==> src/ddrcs_pkg.sv <==
// Constants, timing counts and encodings for the DDR command spacing and refresh controller.
// What this block does
// - Keep ACTIVE to ACTIVE on another bank at least 15 ns apart.
// - Wait at least one clock after last write data before a READ.
// - Keep average AUTO REFRESH spacing at or below 7.8 us.
// - Never let more than 70.3 us pass between two AUTO REFRESH commands.
// - Refresh every row within each 64 ms; the 7.8 us spacing is shorter and sets the average rate.
// - Never post or burst more than eight refresh cycles.
// - After self refresh exit wait 75 ns (80 ns slowest) before non-READ.
// - After self refresh exit wait 200 clocks before any READ.
// - Drive the data strobe to a valid level by the WRITE command edge.
// - Every eight-bit byte lane has its own data strobe.
// - After AUTO REFRESH issue only NOP or DESELECT for 75 ns.
// - Hold clock enable high for the whole executing refresh.
package ddrcs_pkg;

  // ==========================================================================
  // Clock and conversion
  localparam real CLK_PERIOD_NS = 10.0;
  localparam int  REG_PATH_CLKS = 1;

  function automatic int ns_up(input real t_ns);
    return int'($ceil(t_ns / CLK_PERIOD_NS)) + REG_PATH_CLKS;
  endfunction

  // ==========================================================================
  // Minimum times, in their printed units
  localparam real ACT_TO_ACT_OTHER_BANK_GAP_NS      = 15.0;
  localparam int  WRITE_TO_READ_TURNAROUND_CK       = 1;
  localparam real WRITE_RECOVERY_NS                 = 15.0;
  localparam real PRECHARGE_PERIOD_NS               = 20.0;
  localparam real REFRESH_BUSY_PERIOD_NS            = 75.0;
  localparam real SELF_REFRESH_EXIT_NONREAD_WAIT_NS = 80.0;
  localparam int  SELF_REFRESH_EXIT_READ_WAIT_CK    = 200;

  // Slowest grade figure is used so one build serves every module.
  localparam int ACT_GAP_CLKS = ns_up(ACT_TO_ACT_OTHER_BANK_GAP_NS);
  localparam int WTR_CLKS     = WRITE_TO_READ_TURNAROUND_CK + REG_PATH_CLKS;
  localparam int WR_CLKS      = ns_up(WRITE_RECOVERY_NS);
  localparam int RP_CLKS      = ns_up(PRECHARGE_PERIOD_NS);
  localparam int RFC_CLKS     = ns_up(REFRESH_BUSY_PERIOD_NS);
  localparam int XSNR_CLKS    = ns_up(SELF_REFRESH_EXIT_NONREAD_WAIT_NS);
  localparam int XSRD_CLKS    = SELF_REFRESH_EXIT_READ_WAIT_CK + REG_PATH_CLKS;

  // ==========================================================================
  // Refresh limits, longest times round down
  localparam real AVERAGE_REFRESH_SPACING_US     = 7.8;
  localparam real MAX_REFRESH_TO_REFRESH_GAP_US  = 70.3;
  localparam real RETENTION_MS                   = 64.0;
  localparam real REFRESH_ROWS                   = 8192.0;
  localparam real RETENTION_SPACING_NS = RETENTION_MS * 1.0e6 / REFRESH_ROWS;
  localparam real AVG_SPACING_NS = (AVERAGE_REFRESH_SPACING_US * 1.0e3 < RETENTION_SPACING_NS)
                                 ? AVERAGE_REFRESH_SPACING_US * 1.0e3 : RETENTION_SPACING_NS;
  localparam int  REFI_CLKS = int'($floor(AVG_SPACING_NS / CLK_PERIOD_NS));
  localparam int  REFC_CLKS = int'($floor(MAX_REFRESH_TO_REFRESH_GAP_US * 1.0e3 / CLK_PERIOD_NS));
  localparam int  REFI_W    = $clog2(REFI_CLKS);
  localparam logic [3:0] POST_LIMIT   = 4'h8;
  localparam int         FORCE_MARGIN = RP_CLKS + 8;

  // ==========================================================================
  // Timer channels and their loads (a load of L keeps the channel busy L cycles)
  localparam int TMR_W = 8;
  localparam int T_ACT = 0;
  localparam int T_WTR = 1;
  localparam int T_WR  = 2;
  localparam int T_RP  = 3;
  localparam int T_RFC = 4;
  localparam int T_XSN = 5;
  localparam int T_XSR = 6;
  localparam int T_N   = 7;
  localparam logic [TMR_W-1:0] LD_ACT = TMR_W'(ACT_GAP_CLKS - 1);
  localparam logic [TMR_W-1:0] LD_WTR = TMR_W'(WTR_CLKS - 1);
  localparam logic [TMR_W-1:0] LD_WR  = TMR_W'(WR_CLKS - 1);
  localparam logic [TMR_W-1:0] LD_RP  = TMR_W'(RP_CLKS - 1);
  localparam logic [TMR_W-1:0] LD_RFC = TMR_W'(RFC_CLKS - 1);
  localparam logic [TMR_W-1:0] LD_XSN = TMR_W'(XSNR_CLKS - 1);
  localparam logic [TMR_W-1:0] LD_XSR = TMR_W'(XSRD_CLKS - 1);

  // ==========================================================================
  // Command pins {cs_n, ras_n, cas_n, we_n} and request codes
  localparam logic [3:0] CMD_NOP   = 4'h7;
  localparam logic [3:0] CMD_ACT   = 4'h3;
  localparam logic [3:0] CMD_READ  = 4'h5;
  localparam logic [3:0] CMD_WRITE = 4'h4;
  localparam logic [3:0] CMD_PRE   = 4'h2;
  localparam logic [3:0] CMD_REF   = 4'h1;
  localparam logic [3:0] CMD_MRS   = 4'h0;
  localparam int         ADDR_W    = 13;
  localparam int         ALL_BANKS_BIT = 10;

  typedef enum logic [2:0] {
    OP_ACT   = 3'h0,
    OP_READ  = 3'h1,
    OP_WRITE = 3'h2,
    OP_PRE   = 3'h3,
    OP_MRS   = 3'h4,
    OP_SR_IN = 3'h5,
    OP_SR_EX = 3'h6
  } ddrcs_op_e;

  typedef enum logic [3:0] {
    ST_RUN  = 4'b0001,
    ST_PREA = 4'b0010,
    ST_REF  = 4'b0100,
    ST_SREF = 4'b1000
  } ddrcs_st_e;

endpackage
==> src/ddrcs_byte_lane.sv <==
// One byte lane: data, mask and its own strobe, with read-side synchronisers.
`timescale 1ns/1ps
module ddrcs_byte_lane (
  input  wire logic       core_clk,
  input  wire logic       rstn,
  input  wire logic       drive,
  input  wire logic       take,
  input  wire logic [7:0] wr_byte,
  input  wire logic       wr_dm,
  input  wire logic [7:0] dq_i,
  input  wire logic       dqs_i,
  output logic      [7:0] dq_o,
  output logic            dq_oe,
  output logic            dqs_o,
  output logic            dqs_oe,
  output logic            dm,
  output logic      [7:0] rd_byte,
  output logic            dqs_seen
);

  typedef struct packed {
    logic [7:0] dq;
    logic       dqoe;
    logic       dm;
    logic       dqs;
    logic       dqsoe;
    logic [7:0] q1;
    logic [7:0] q2;
    logic       s1;
    logic       s2;
  } ddrcs_lane_s;

  ddrcs_lane_s r;
  ddrcs_lane_s n;

  always_comb begin
    n = r;
    // Strobe is driven from the WRITE command edge onward, parked low until data runs.
    n.dqsoe = drive;
    n.dqs   = take ? ~r.dqs : 1'b0;
    n.dqoe  = take;
    if (take) begin
      n.dq = wr_byte;
      n.dm = wr_dm;
    end
    n.q1 = dq_i;
    n.q2 = r.q1;
    n.s1 = dqs_i;
    n.s2 = r.s1;
  end

  always_ff @(posedge core_clk) begin
    if (!rstn) begin
      r <= '0;
    end else begin
      r <= n;
    end
  end

  assign dq_o     = r.dq;
  assign dq_oe    = r.dqoe;
  assign dqs_o    = r.dqs;
  assign dqs_oe   = r.dqsoe;
  assign dm       = r.dm;
  assign rd_byte  = r.q2;
  assign dqs_seen = r.s2;

endmodule

==> src/ddrcs_ctrl.sv <==
// Controller that spaces DDR module commands and schedules refresh and self refresh.
`timescale 1ns/1ps
module ddrcs_ctrl
  import ddrcs_pkg::*;
#(
  parameter int LANES            = 9,
  parameter int BURST_CLKS       = 2,
  parameter int WRITE_LAT_CLKS   = 2,
  parameter int RD_LAT_CLKS      = 4,
  parameter int MAX_REF_GAP_CLKS = REFC_CLKS
) (
  input  wire logic                core_clk,
  input  wire logic                rstn,
  input  wire logic                req_valid,
  input  wire logic [2:0]          req_op,
  input  wire logic [1:0]          req_bank,
  input  wire logic [ADDR_W-1:0]   req_addr,
  output logic                     req_ready,
  input  wire logic [LANES*8-1:0]  wr_data,
  input  wire logic [LANES-1:0]    wr_mask,
  output logic                     wr_take,
  output logic      [LANES*8-1:0]  rd_data,
  output logic                     rd_valid,
  output logic      [LANES-1:0]    rd_strobe_seen,
  output logic      [3:0]          ref_deficit,
  output logic                     in_self_refresh,
  output logic                     ddr_cke,
  output logic                     ddr_cs_n,
  output logic                     ddr_ras_n,
  output logic                     ddr_cas_n,
  output logic                     ddr_we_n,
  output logic      [1:0]          ddr_ba,
  output logic      [ADDR_W-1:0]   ddr_addr,
  output logic      [LANES*8-1:0]  ddr_dq_o,
  output logic      [LANES*8-1:0]  ddr_dq_oe,
  input  wire logic [LANES*8-1:0]  ddr_dq_i,
  output logic      [LANES-1:0]    ddr_dqs_o,
  output logic      [LANES-1:0]    ddr_dqs_oe,
  input  wire logic [LANES-1:0]    ddr_dqs_i,
  output logic      [LANES-1:0]    ddr_dm
);

  // ==========================================================================
  // Local widths
  localparam int GAP_W = $clog2(MAX_REF_GAP_CLKS + 1);
  localparam int WC_W  = $clog2(WRITE_LAT_CLKS + BURST_CLKS + 1);
  localparam int RC_W  = $clog2(RD_LAT_CLKS + BURST_CLKS + 3);
  localparam logic [GAP_W-1:0] GAP_MAX   = GAP_W'(MAX_REF_GAP_CLKS);
  localparam logic [GAP_W-1:0] GAP_FORCE = GAP_W'(MAX_REF_GAP_CLKS - FORCE_MARGIN);
  localparam logic [WC_W-1:0]  WC_LOAD   = WC_W'(WRITE_LAT_CLKS + BURST_CLKS);
  localparam logic [WC_W-1:0]  WC_BURST  = WC_W'(BURST_CLKS);
  localparam logic [RC_W-1:0]  RC_LOAD   = RC_W'(RD_LAT_CLKS + BURST_CLKS + 2);
  localparam logic [RC_W-1:0]  RC_BURST  = RC_W'(BURST_CLKS);
  localparam logic [REFI_W-1:0] TICK_END = REFI_W'(REFI_CLKS - 1);

  // ==========================================================================
  // State
  typedef struct packed {
    ddrcs_st_e         st;
    logic              pend_sr;
    logic [3:0]        deficit;
    logic [GAP_W-1:0]  gap;
    logic [REFI_W-1:0] tick;
    logic [WC_W-1:0]   wcnt;
    logic [RC_W-1:0]   rcnt;
    logic              cke;
    logic [3:0]        cmd;
    logic [1:0]        ba;
    logic [ADDR_W-1:0] addr;
  } ddrcs_ctl_s;

  ddrcs_ctl_s        r;
  ddrcs_ctl_s        n;
  logic [T_N-1:0]    t_start;
  logic [T_N-1:0]    busy;
  logic              tick;
  logic              ref_go;
  logic              need_ref;
  logic              force_ref;
  logic              ref_ok;
  logic              rdy;
  logic              wr_go;
  logic [ADDR_W-1:0] all_banks;
  logic [LANES-1:0]  lane_dq_oe;

  // ==========================================================================
  // Spacing timers
  ddrcs_gap_timer #(
    .CHANS (T_N),
    .W     (TMR_W)
  ) u_timer (
    .core_clk (core_clk),
    .rstn     (rstn),
    .start    (t_start),
    .load     ({LD_XSR, LD_XSN, LD_RFC, LD_RP, LD_WR, LD_WTR, LD_ACT}),
    .busy     (busy)
  );

  // ==========================================================================
  // Refresh demand
  always_comb begin
    tick      = (r.st != ST_SREF) && (r.tick == TICK_END);
    need_ref  = (r.deficit != 4'h0);
    // Forcing one short of the limit leaves room for a tick during the precharge.
    force_ref = (r.deficit >= POST_LIMIT - 4'h1) || (r.gap >= GAP_FORCE);
    // A refresh is never started inside another one's busy period or write recovery.
    ref_ok    = (r.wcnt == '0) && !busy[T_WR] && !busy[T_RFC] && !busy[T_XSN];
    all_banks = '0;
    all_banks[ALL_BANKS_BIT] = 1'b1;
  end

  // ==========================================================================
  // Command sequencing
  always_comb begin
    n       = r;
    rdy     = 1'b0;
    wr_go   = 1'b0;
    ref_go  = 1'b0;
    t_start = '0;
    n.cmd   = CMD_NOP;
    n.tick  = (r.tick == TICK_END) ? '0 : r.tick + REFI_W'(1);
    n.gap   = (r.gap == GAP_MAX) ? r.gap : r.gap + GAP_W'(1);
    if (r.wcnt != '0) begin
      n.wcnt = r.wcnt - WC_W'(1);
    end
    if (r.rcnt != '0) begin
      n.rcnt = r.rcnt - RC_W'(1);
    end
    if (r.wcnt == WC_W'(1)) begin
      t_start[T_WTR] = 1'b1;
      t_start[T_WR]  = 1'b1;
    end
    case (r.st)
      ST_RUN: begin
        if (ref_ok && (force_ref || (need_ref && !req_valid))) begin
          n.cmd         = CMD_PRE;
          n.addr        = all_banks;
          n.pend_sr     = 1'b0;
          t_start[T_RP] = 1'b1;
          n.st          = ST_PREA;
        end else if (req_valid && !force_ref) begin
          case (req_op)
            OP_ACT: begin
              rdy = !busy[T_ACT] && !busy[T_RP] && !busy[T_RFC] && !busy[T_XSN];
              if (rdy) begin
                n.cmd          = CMD_ACT;
                t_start[T_ACT] = 1'b1;
              end
            end
            OP_READ: begin
              rdy = !busy[T_WTR] && !busy[T_XSR] && !busy[T_RFC] && (r.wcnt == '0);
              if (rdy) begin
                n.cmd  = CMD_READ;
                n.rcnt = RC_LOAD;
              end
            end
            OP_WRITE: begin
              rdy = !busy[T_RFC] && !busy[T_XSN] && (r.wcnt == '0);
              if (rdy) begin
                n.cmd  = CMD_WRITE;
                n.wcnt = WC_LOAD;
                wr_go  = 1'b1;
              end
            end
            OP_PRE: begin
              rdy = !busy[T_WR] && !busy[T_RFC] && !busy[T_XSN] && (r.wcnt == '0);
              if (rdy) begin
                n.cmd         = CMD_PRE;
                t_start[T_RP] = 1'b1;
              end
            end
            OP_MRS: begin
              rdy = !busy[T_RP] && !busy[T_RFC] && !busy[T_XSN];
              if (rdy) begin
                n.cmd = CMD_MRS;
              end
            end
            OP_SR_IN: begin
              rdy = ref_ok;
              if (rdy) begin
                n.cmd         = CMD_PRE;
                n.addr        = all_banks;
                n.pend_sr     = 1'b1;
                t_start[T_RP] = 1'b1;
                n.st          = ST_PREA;
              end
            end
            default: begin
              rdy = 1'b0;
            end
          endcase
          if (rdy && (req_op != OP_SR_IN)) begin
            n.ba   = req_bank;
            n.addr = req_addr;
          end
        end
      end
      ST_PREA: begin
        if (!busy[T_RP]) begin
          n.st = ST_REF;
        end
      end
      ST_REF: begin
        n.cmd = CMD_REF;
        // Clock enable only falls for self refresh entry, never inside a refresh.
        n.cke = !r.pend_sr;
        if (r.pend_sr) begin
          n.st = ST_SREF;
        end else begin
          ref_go         = 1'b1;
          t_start[T_RFC] = 1'b1;
          n.st           = ST_RUN;
        end
      end
      ST_SREF: begin
        n.gap     = '0;
        n.tick    = '0;
        n.deficit = 4'h0;
        if (req_valid && (req_op == OP_SR_EX)) begin
          rdy            = 1'b1;
          n.cke          = 1'b1;
          n.pend_sr      = 1'b0;
          t_start[T_XSN] = 1'b1;
          t_start[T_XSR] = 1'b1;
          n.st           = ST_RUN;
        end
      end
      default: begin
        n.st = ST_RUN;
      end
    endcase
    if (ref_go) begin
      n.gap = '0;
    end
    if (r.st != ST_SREF) begin
      if (tick && !ref_go && (r.deficit != POST_LIMIT)) begin
        n.deficit = r.deficit + 4'h1;
      end else if (!tick && ref_go && (r.deficit != 4'h0)) begin
        n.deficit = r.deficit - 4'h1;
      end
    end
  end

  always_ff @(posedge core_clk) begin
    if (!rstn) begin
      r      <= '0;
      r.st   <= ST_RUN;
      r.cke  <= 1'b1;
      r.cmd  <= CMD_NOP;
    end else begin
      r <= n;
    end
  end

  // ==========================================================================
  // Byte lanes, each with a strobe of its own
  assign wr_take = (r.wcnt != '0) && (r.wcnt <= WC_BURST);

  for (genvar g = 0; g < LANES; g++) begin : g_lane
    ddrcs_byte_lane u_lane (
      .core_clk (core_clk),
      .rstn     (rstn),
      .drive    (wr_go || (r.wcnt != '0)),
      .take     (wr_take),
      .wr_byte  (wr_data[g*8 +: 8]),
      .wr_dm    (wr_mask[g]),
      .dq_i     (ddr_dq_i[g*8 +: 8]),
      .dqs_i    (ddr_dqs_i[g]),
      .dq_o     (ddr_dq_o[g*8 +: 8]),
      .dq_oe    (lane_dq_oe[g]),
      .dqs_o    (ddr_dqs_o[g]),
      .dqs_oe   (ddr_dqs_oe[g]),
      .dm       (ddr_dm[g]),
      .rd_byte  (rd_data[g*8 +: 8]),
      .dqs_seen (rd_strobe_seen[g])
    );
    assign ddr_dq_oe[g*8 +: 8] = {8{lane_dq_oe[g]}};
  end

  // ==========================================================================
  // Outputs
  assign req_ready       = rdy;
  assign rd_valid        = (r.rcnt != '0) && (r.rcnt <= RC_BURST);
  assign ref_deficit     = r.deficit;
  assign in_self_refresh = (r.st == ST_SREF);
  assign ddr_cke         = r.cke;
  assign ddr_cs_n        = r.cmd[3];
  assign ddr_ras_n       = r.cmd[2];
  assign ddr_cas_n       = r.cmd[1];
  assign ddr_we_n        = r.cmd[0];
  assign ddr_ba          = r.ba;
  assign ddr_addr        = r.addr;

endmodule

==> src/ddrcs_gap_timer.sv <==
// Bank of down-counting spacing timers, one channel per timing constraint.
`timescale 1ns/1ps
module ddrcs_gap_timer
  import ddrcs_pkg::*;
#(
  parameter int CHANS = T_N,
  parameter int W     = TMR_W
) (
  input  wire logic               core_clk,
  input  wire logic               rstn,
  input  wire logic [CHANS-1:0]   start,
  input  wire logic [CHANS*W-1:0] load,
  output logic      [CHANS-1:0]   busy
);

  typedef struct packed {
    logic [CHANS-1:0][W-1:0] cnt;
  } ddrcs_tmr_s;

  ddrcs_tmr_s r;
  ddrcs_tmr_s n;

  always_comb begin
    n = r;
    for (int i = 0; i < CHANS; i++) begin
      if (start[i]) begin
        n.cnt[i] = load[i*W +: W];
      end else if (r.cnt[i] != '0) begin
        n.cnt[i] = r.cnt[i] - W'(1);
      end
    end
  end

  always_ff @(posedge core_clk) begin
    if (!rstn) begin
      r <= '0;
    end else begin
      r <= n;
    end
  end

  always_comb begin
    for (int i = 0; i < CHANS; i++) begin
      busy[i] = (r.cnt[i] != '0);
    end
  end

endmodule

==> config.mk <==
export PLATFORM = sky130hd
export DESIGN_NAME = ddrcs_ctrl
export DESIGN_NICKNAME = d
export VERILOG_FILES = /design/src/ddrcs_pkg.sv /design/src/ddrcs_byte_lane.sv /design/src/ddrcs_ctrl.sv /design/src/ddrcs_gap_timer.sv
export SDC_FILE = /design/constraint.sdc
export NUM_CORES = 1
export LEC_CHECK = 0
export BUFFER_PORTS_ARGS = -buffer_cell sky130_fd_sc_hd__buf_2
export CAP_MARGIN = 20
export CORE_AREA = 3 3 205 207
export CTS_CLUSTER_SIZE = 25
export DETAILED_ROUTE_END_ITERATION = 7
export DIE_AREA = 0 0 208 210
export PLACE_DENSITY_LB_ADDON = 0.1
export SYNTH_ARGS = -nofsm -noshare
export SYNTH_HDL_FRONTEND = slang
export SYNTH_SLANG_ARGS = --single-unit
==> constraint.sdc <==
create_clock -name core_clk -period 3.04 [get_ports core_clk]
set_input_delay 0.152 -clock core_clk [delete_from_list [all_inputs] [get_ports core_clk]]
set_output_delay 0.152 -clock core_clk [all_outputs]
set_load 0.03 [all_outputs]
==> run metrics <==
outcome=completed; synth warn=0; DRT antenna net count=0; 1st-iter DRT viols=394; Slew headroom=0.391; Switch Pwr=0.00715 W; adder-cell share of the synthesized area=0.0222; ys flop type=dfxtp_1; area leader, netlist=dfxtp_1; largest net degree at the start of global routing=161; mapped cell area=14100 um^2; Period minus WS final=2.99 ns; Sw Ratio=0.387; cell depth of the worst flop-to-flop path=7; Leak=8.80 nW; CORE AREA=40600 um^2; Clock Tree Root=clkbuf_16; most numerous cell in the Yosys netlist=dfxtp_1; CTS tree=done; fmax=334 MHz; CP dominant cell by count=or4_4; Inserted Clock Buffers=42; Worst Setup Slack, final=0.0486 ns; global-route wire length before repair=56700 um; crit path launch type=flip-flop; Core Rows=74; Async S/R FF share, synth=0; hpwl dp=24900 um; total design power=0.0185 W; cells after synthesis=1495; post-synthesis net count=1703; worst-case clock buffer depth=3; CP bufs+invs=1; vias in the first global route=11100; mux contribution to synthesized area=0.0122; crit path launch=u_timer.r[51]; grt total ovfl=0; clock power share=0.271; Min-Delay Path Class=input pin to flip-flop; slowest stage delay, CP=0.51 ns; compound-gate portion of the synthesized area=0.0831; Seq pwr share=0.346; PwrDens=957 nW/um^2; Comb pwr share=0.384; via count=11200; DRC=0; Final Slew Violations=0; measured slew at the worst slew-check pin=0.913 ns; Yosys top cell area share=0.523; share of layout cells above drive strength 1=0.275; main combinational cell family by area after synthesis=simple AND/OR/NAND/NOR gates; max-cap violations=0; Syn Area/Cell=9.41 um^2; antenna violations before repair=2; Total Die Area=43700 um^2; Seq cells post-synth=368; # fillers=3910; Max FO, Critical Path=5; R2R Path Start=u_timer.r[51]; Hold Startpoint=req_valid; RePlAce Congestion=0.791; CP top delay family=simple AND/OR/NAND/NOR gates; Finished Cell Area=19300 um^2; die width=208 um; Final Skew=0.0141 ns; nets@finish=2222; top post-synthesis cells by area=dfxtp_1 (52%), and2_1 (7.3%), buf_4 (6.8%); initial core utilization=0.347; crit path kind=flip-flop to output pin; Distinct cells, synth=60; # setup viols final=0; Worst Hold Depth=4; IO Port Bufs=461; GRT Resource Usage Total=0.157; H-tree lvl count=2; Tcrit/Tclk final=0.984; register area share after synthesis=0.523; Required @ worst endpoint=2.89 ns; smallest hold slack=0.0878 ns; VDD IR max=0.545 mV; Clk Latency, worst-skew pair=0.54 ns; RSZ-0062 raised after global routing=true; CP Capture Type=output pin; CP Data Arrival Time=2.84 ns; drt total wl=35800 um; XOR/XNOR Fraction of Synth Area=0.0398; clock sinks=368; # IOs=463; WL/cell=13.9 um; clock-pin slew on the worst setup and hold paths=0.06 ns; Via density=4.35; EDFF count, synth=0; Final Hold Fails=0; slowest CP cell=or4_4; top cells by count, synth=dfxtp_1 (368), nand2_1 (232), and2_1 (164), buf_4 (128), nor2_1 (109); Post-Synth Simple-Gate Area=0.226; Int Power=0.0113 W; TritonRoute pass-1 iters=4; die height=210 um; Area after DPL=16000 um^2; CP cell instances=or4_4, or3b_4, or4_4, and3_4, o21ai_4, buf_6; synth-to-layout area growth=37.0%; dpl ws=0.225 ns; CP Depth=6
## per-stage QoR
stage                     utilization  instances  TNS (ns)
after floorplan                     -       1495         0
after global placement          0.396       2322         0
after detailed placement        0.396       2322         0
after CTS                       0.474       2571         0
after global routing            0.475       2575   -0.0267
final                           0.475       2575         0
## repair_timing
item / CTS / global route
endpoints found under the hold margin: 180 / 0
endpoints found under the setup margin: 1 / 1
buffers inserted: 0 / 2
hold buffers: 178 / 0
gates resized for setup: 7 / 9
pin swaps: 1 / 5
## cells in the final DEF (no fill, tap or decap), drive strengths merged, types with 3 or more instances in the layout
cell	count
buf	483
dfxtp	368
nand2	232
dlygate4sd3	178
and2	164
nor2	109
a21boi	93
clkbuf	65
xnor2	36
inv	30
nor3	28
xor2	28
nand3	27
ha	25
a21oi	17
mux2i	16
nand2b	15
nor4	14
and3	13
o21ai	13
a211oi	8
nor2b	8
nand4	7
nor3b	6
o21a	4
a22oi	4
nor4b	4
o211a	3
or3	3
bufinv	3
or4	3
o21bai	3
## layout make-up
class,count,area (um^2),share of cell area
Sequential cell,368,7370,0.382
Multi-Input combinational cell,912,5460,0.283
Timing Repair Buffer,661,4300,0.223
Clock buffer,65,1260,0.0653
Tap cell,532,666,0.0345
Clock inverter,6,109,0.00565
Inverter,29,109,0.00565
Antenna cell,2,5.00,0.000260
## path summary, 6_finish.rpt
path | end | slack, ns
worst min register to register | g_lane[2].u_lane.dqs_o | 0.40
worst max-delay path | req_ready | 0.05
worst max register to register | ddr_addr[8] | 0.15
worst min-delay path | r[58] | 0.09
## flip-flops by register name, summed over array words and instances (netlist names)
register	cells
ddr_addr	13
ddr_ba	2
ddr_cas_n	1
ddr_cke	1
ddr_ras_n	1
ddr_we_n	1
g_lane.u_lane.dm	9
g_lane.u_lane.dq_o	72
g_lane.u_lane.dq_oe	1
g_lane.u_lane.dqs_o	9
g_lane.u_lane.dqs_oe	1
g_lane.u_lane.dqs_seen	9
g_lane.u_lane.n	81
g_lane.u_lane.rd_byte	72
r	35
ref_deficit	4
u_timer.r	56
## tightest hold or removal path: stages
cell	delay, ns
buf_2	0.13
nand3_1	0.11
nand2_1	0.10
a21boi_0	0.09
## per-layer routing
metal	up-vias	wire length (um)	global-route usage
met5	-	0	0
met4	0	1420	0.0732
met3	82	2950	0.0555
met2	338	16700	0.265
met1	5032	14800	0.180
li1	5740	-	-
## power by group through the flow
stage | clock, W | combinational [W] | sequential, W
2_1_floorplan | 0 | 0.00486 | 0.00720
3_3_place_gp | 0 | 0.00690 | 0.00643
3_5_place_dp | 0 | 0.00691 | 0.00646
4_1_cts | 0.00519 | 0.00713 | 0.00637
5_1_grt | 0.00540 | 0.00780 | 0.00652
6_report | 0.00500 | 0.00708 | 0.00638
## cell families (layout without fill, tap and decap cells)
| family | Yosys count | in the layout |
|---|---|---|
| AND/OR/NAND/NOR | 646 | 646 |
| flip-flops | 368 | 368 |
| buffers and inverters | 215 | 761 |
| AO/OA/AOI/OAI | 159 | 159 |
| XOR/XNOR | 64 | 64 |
| adder cells (fa/ha/maj) | 25 | 25 |
| multiplexers | 17 | 17 |
| other | 1 | 3 |
Note: power is estimated with default switching activity, not from simulation.
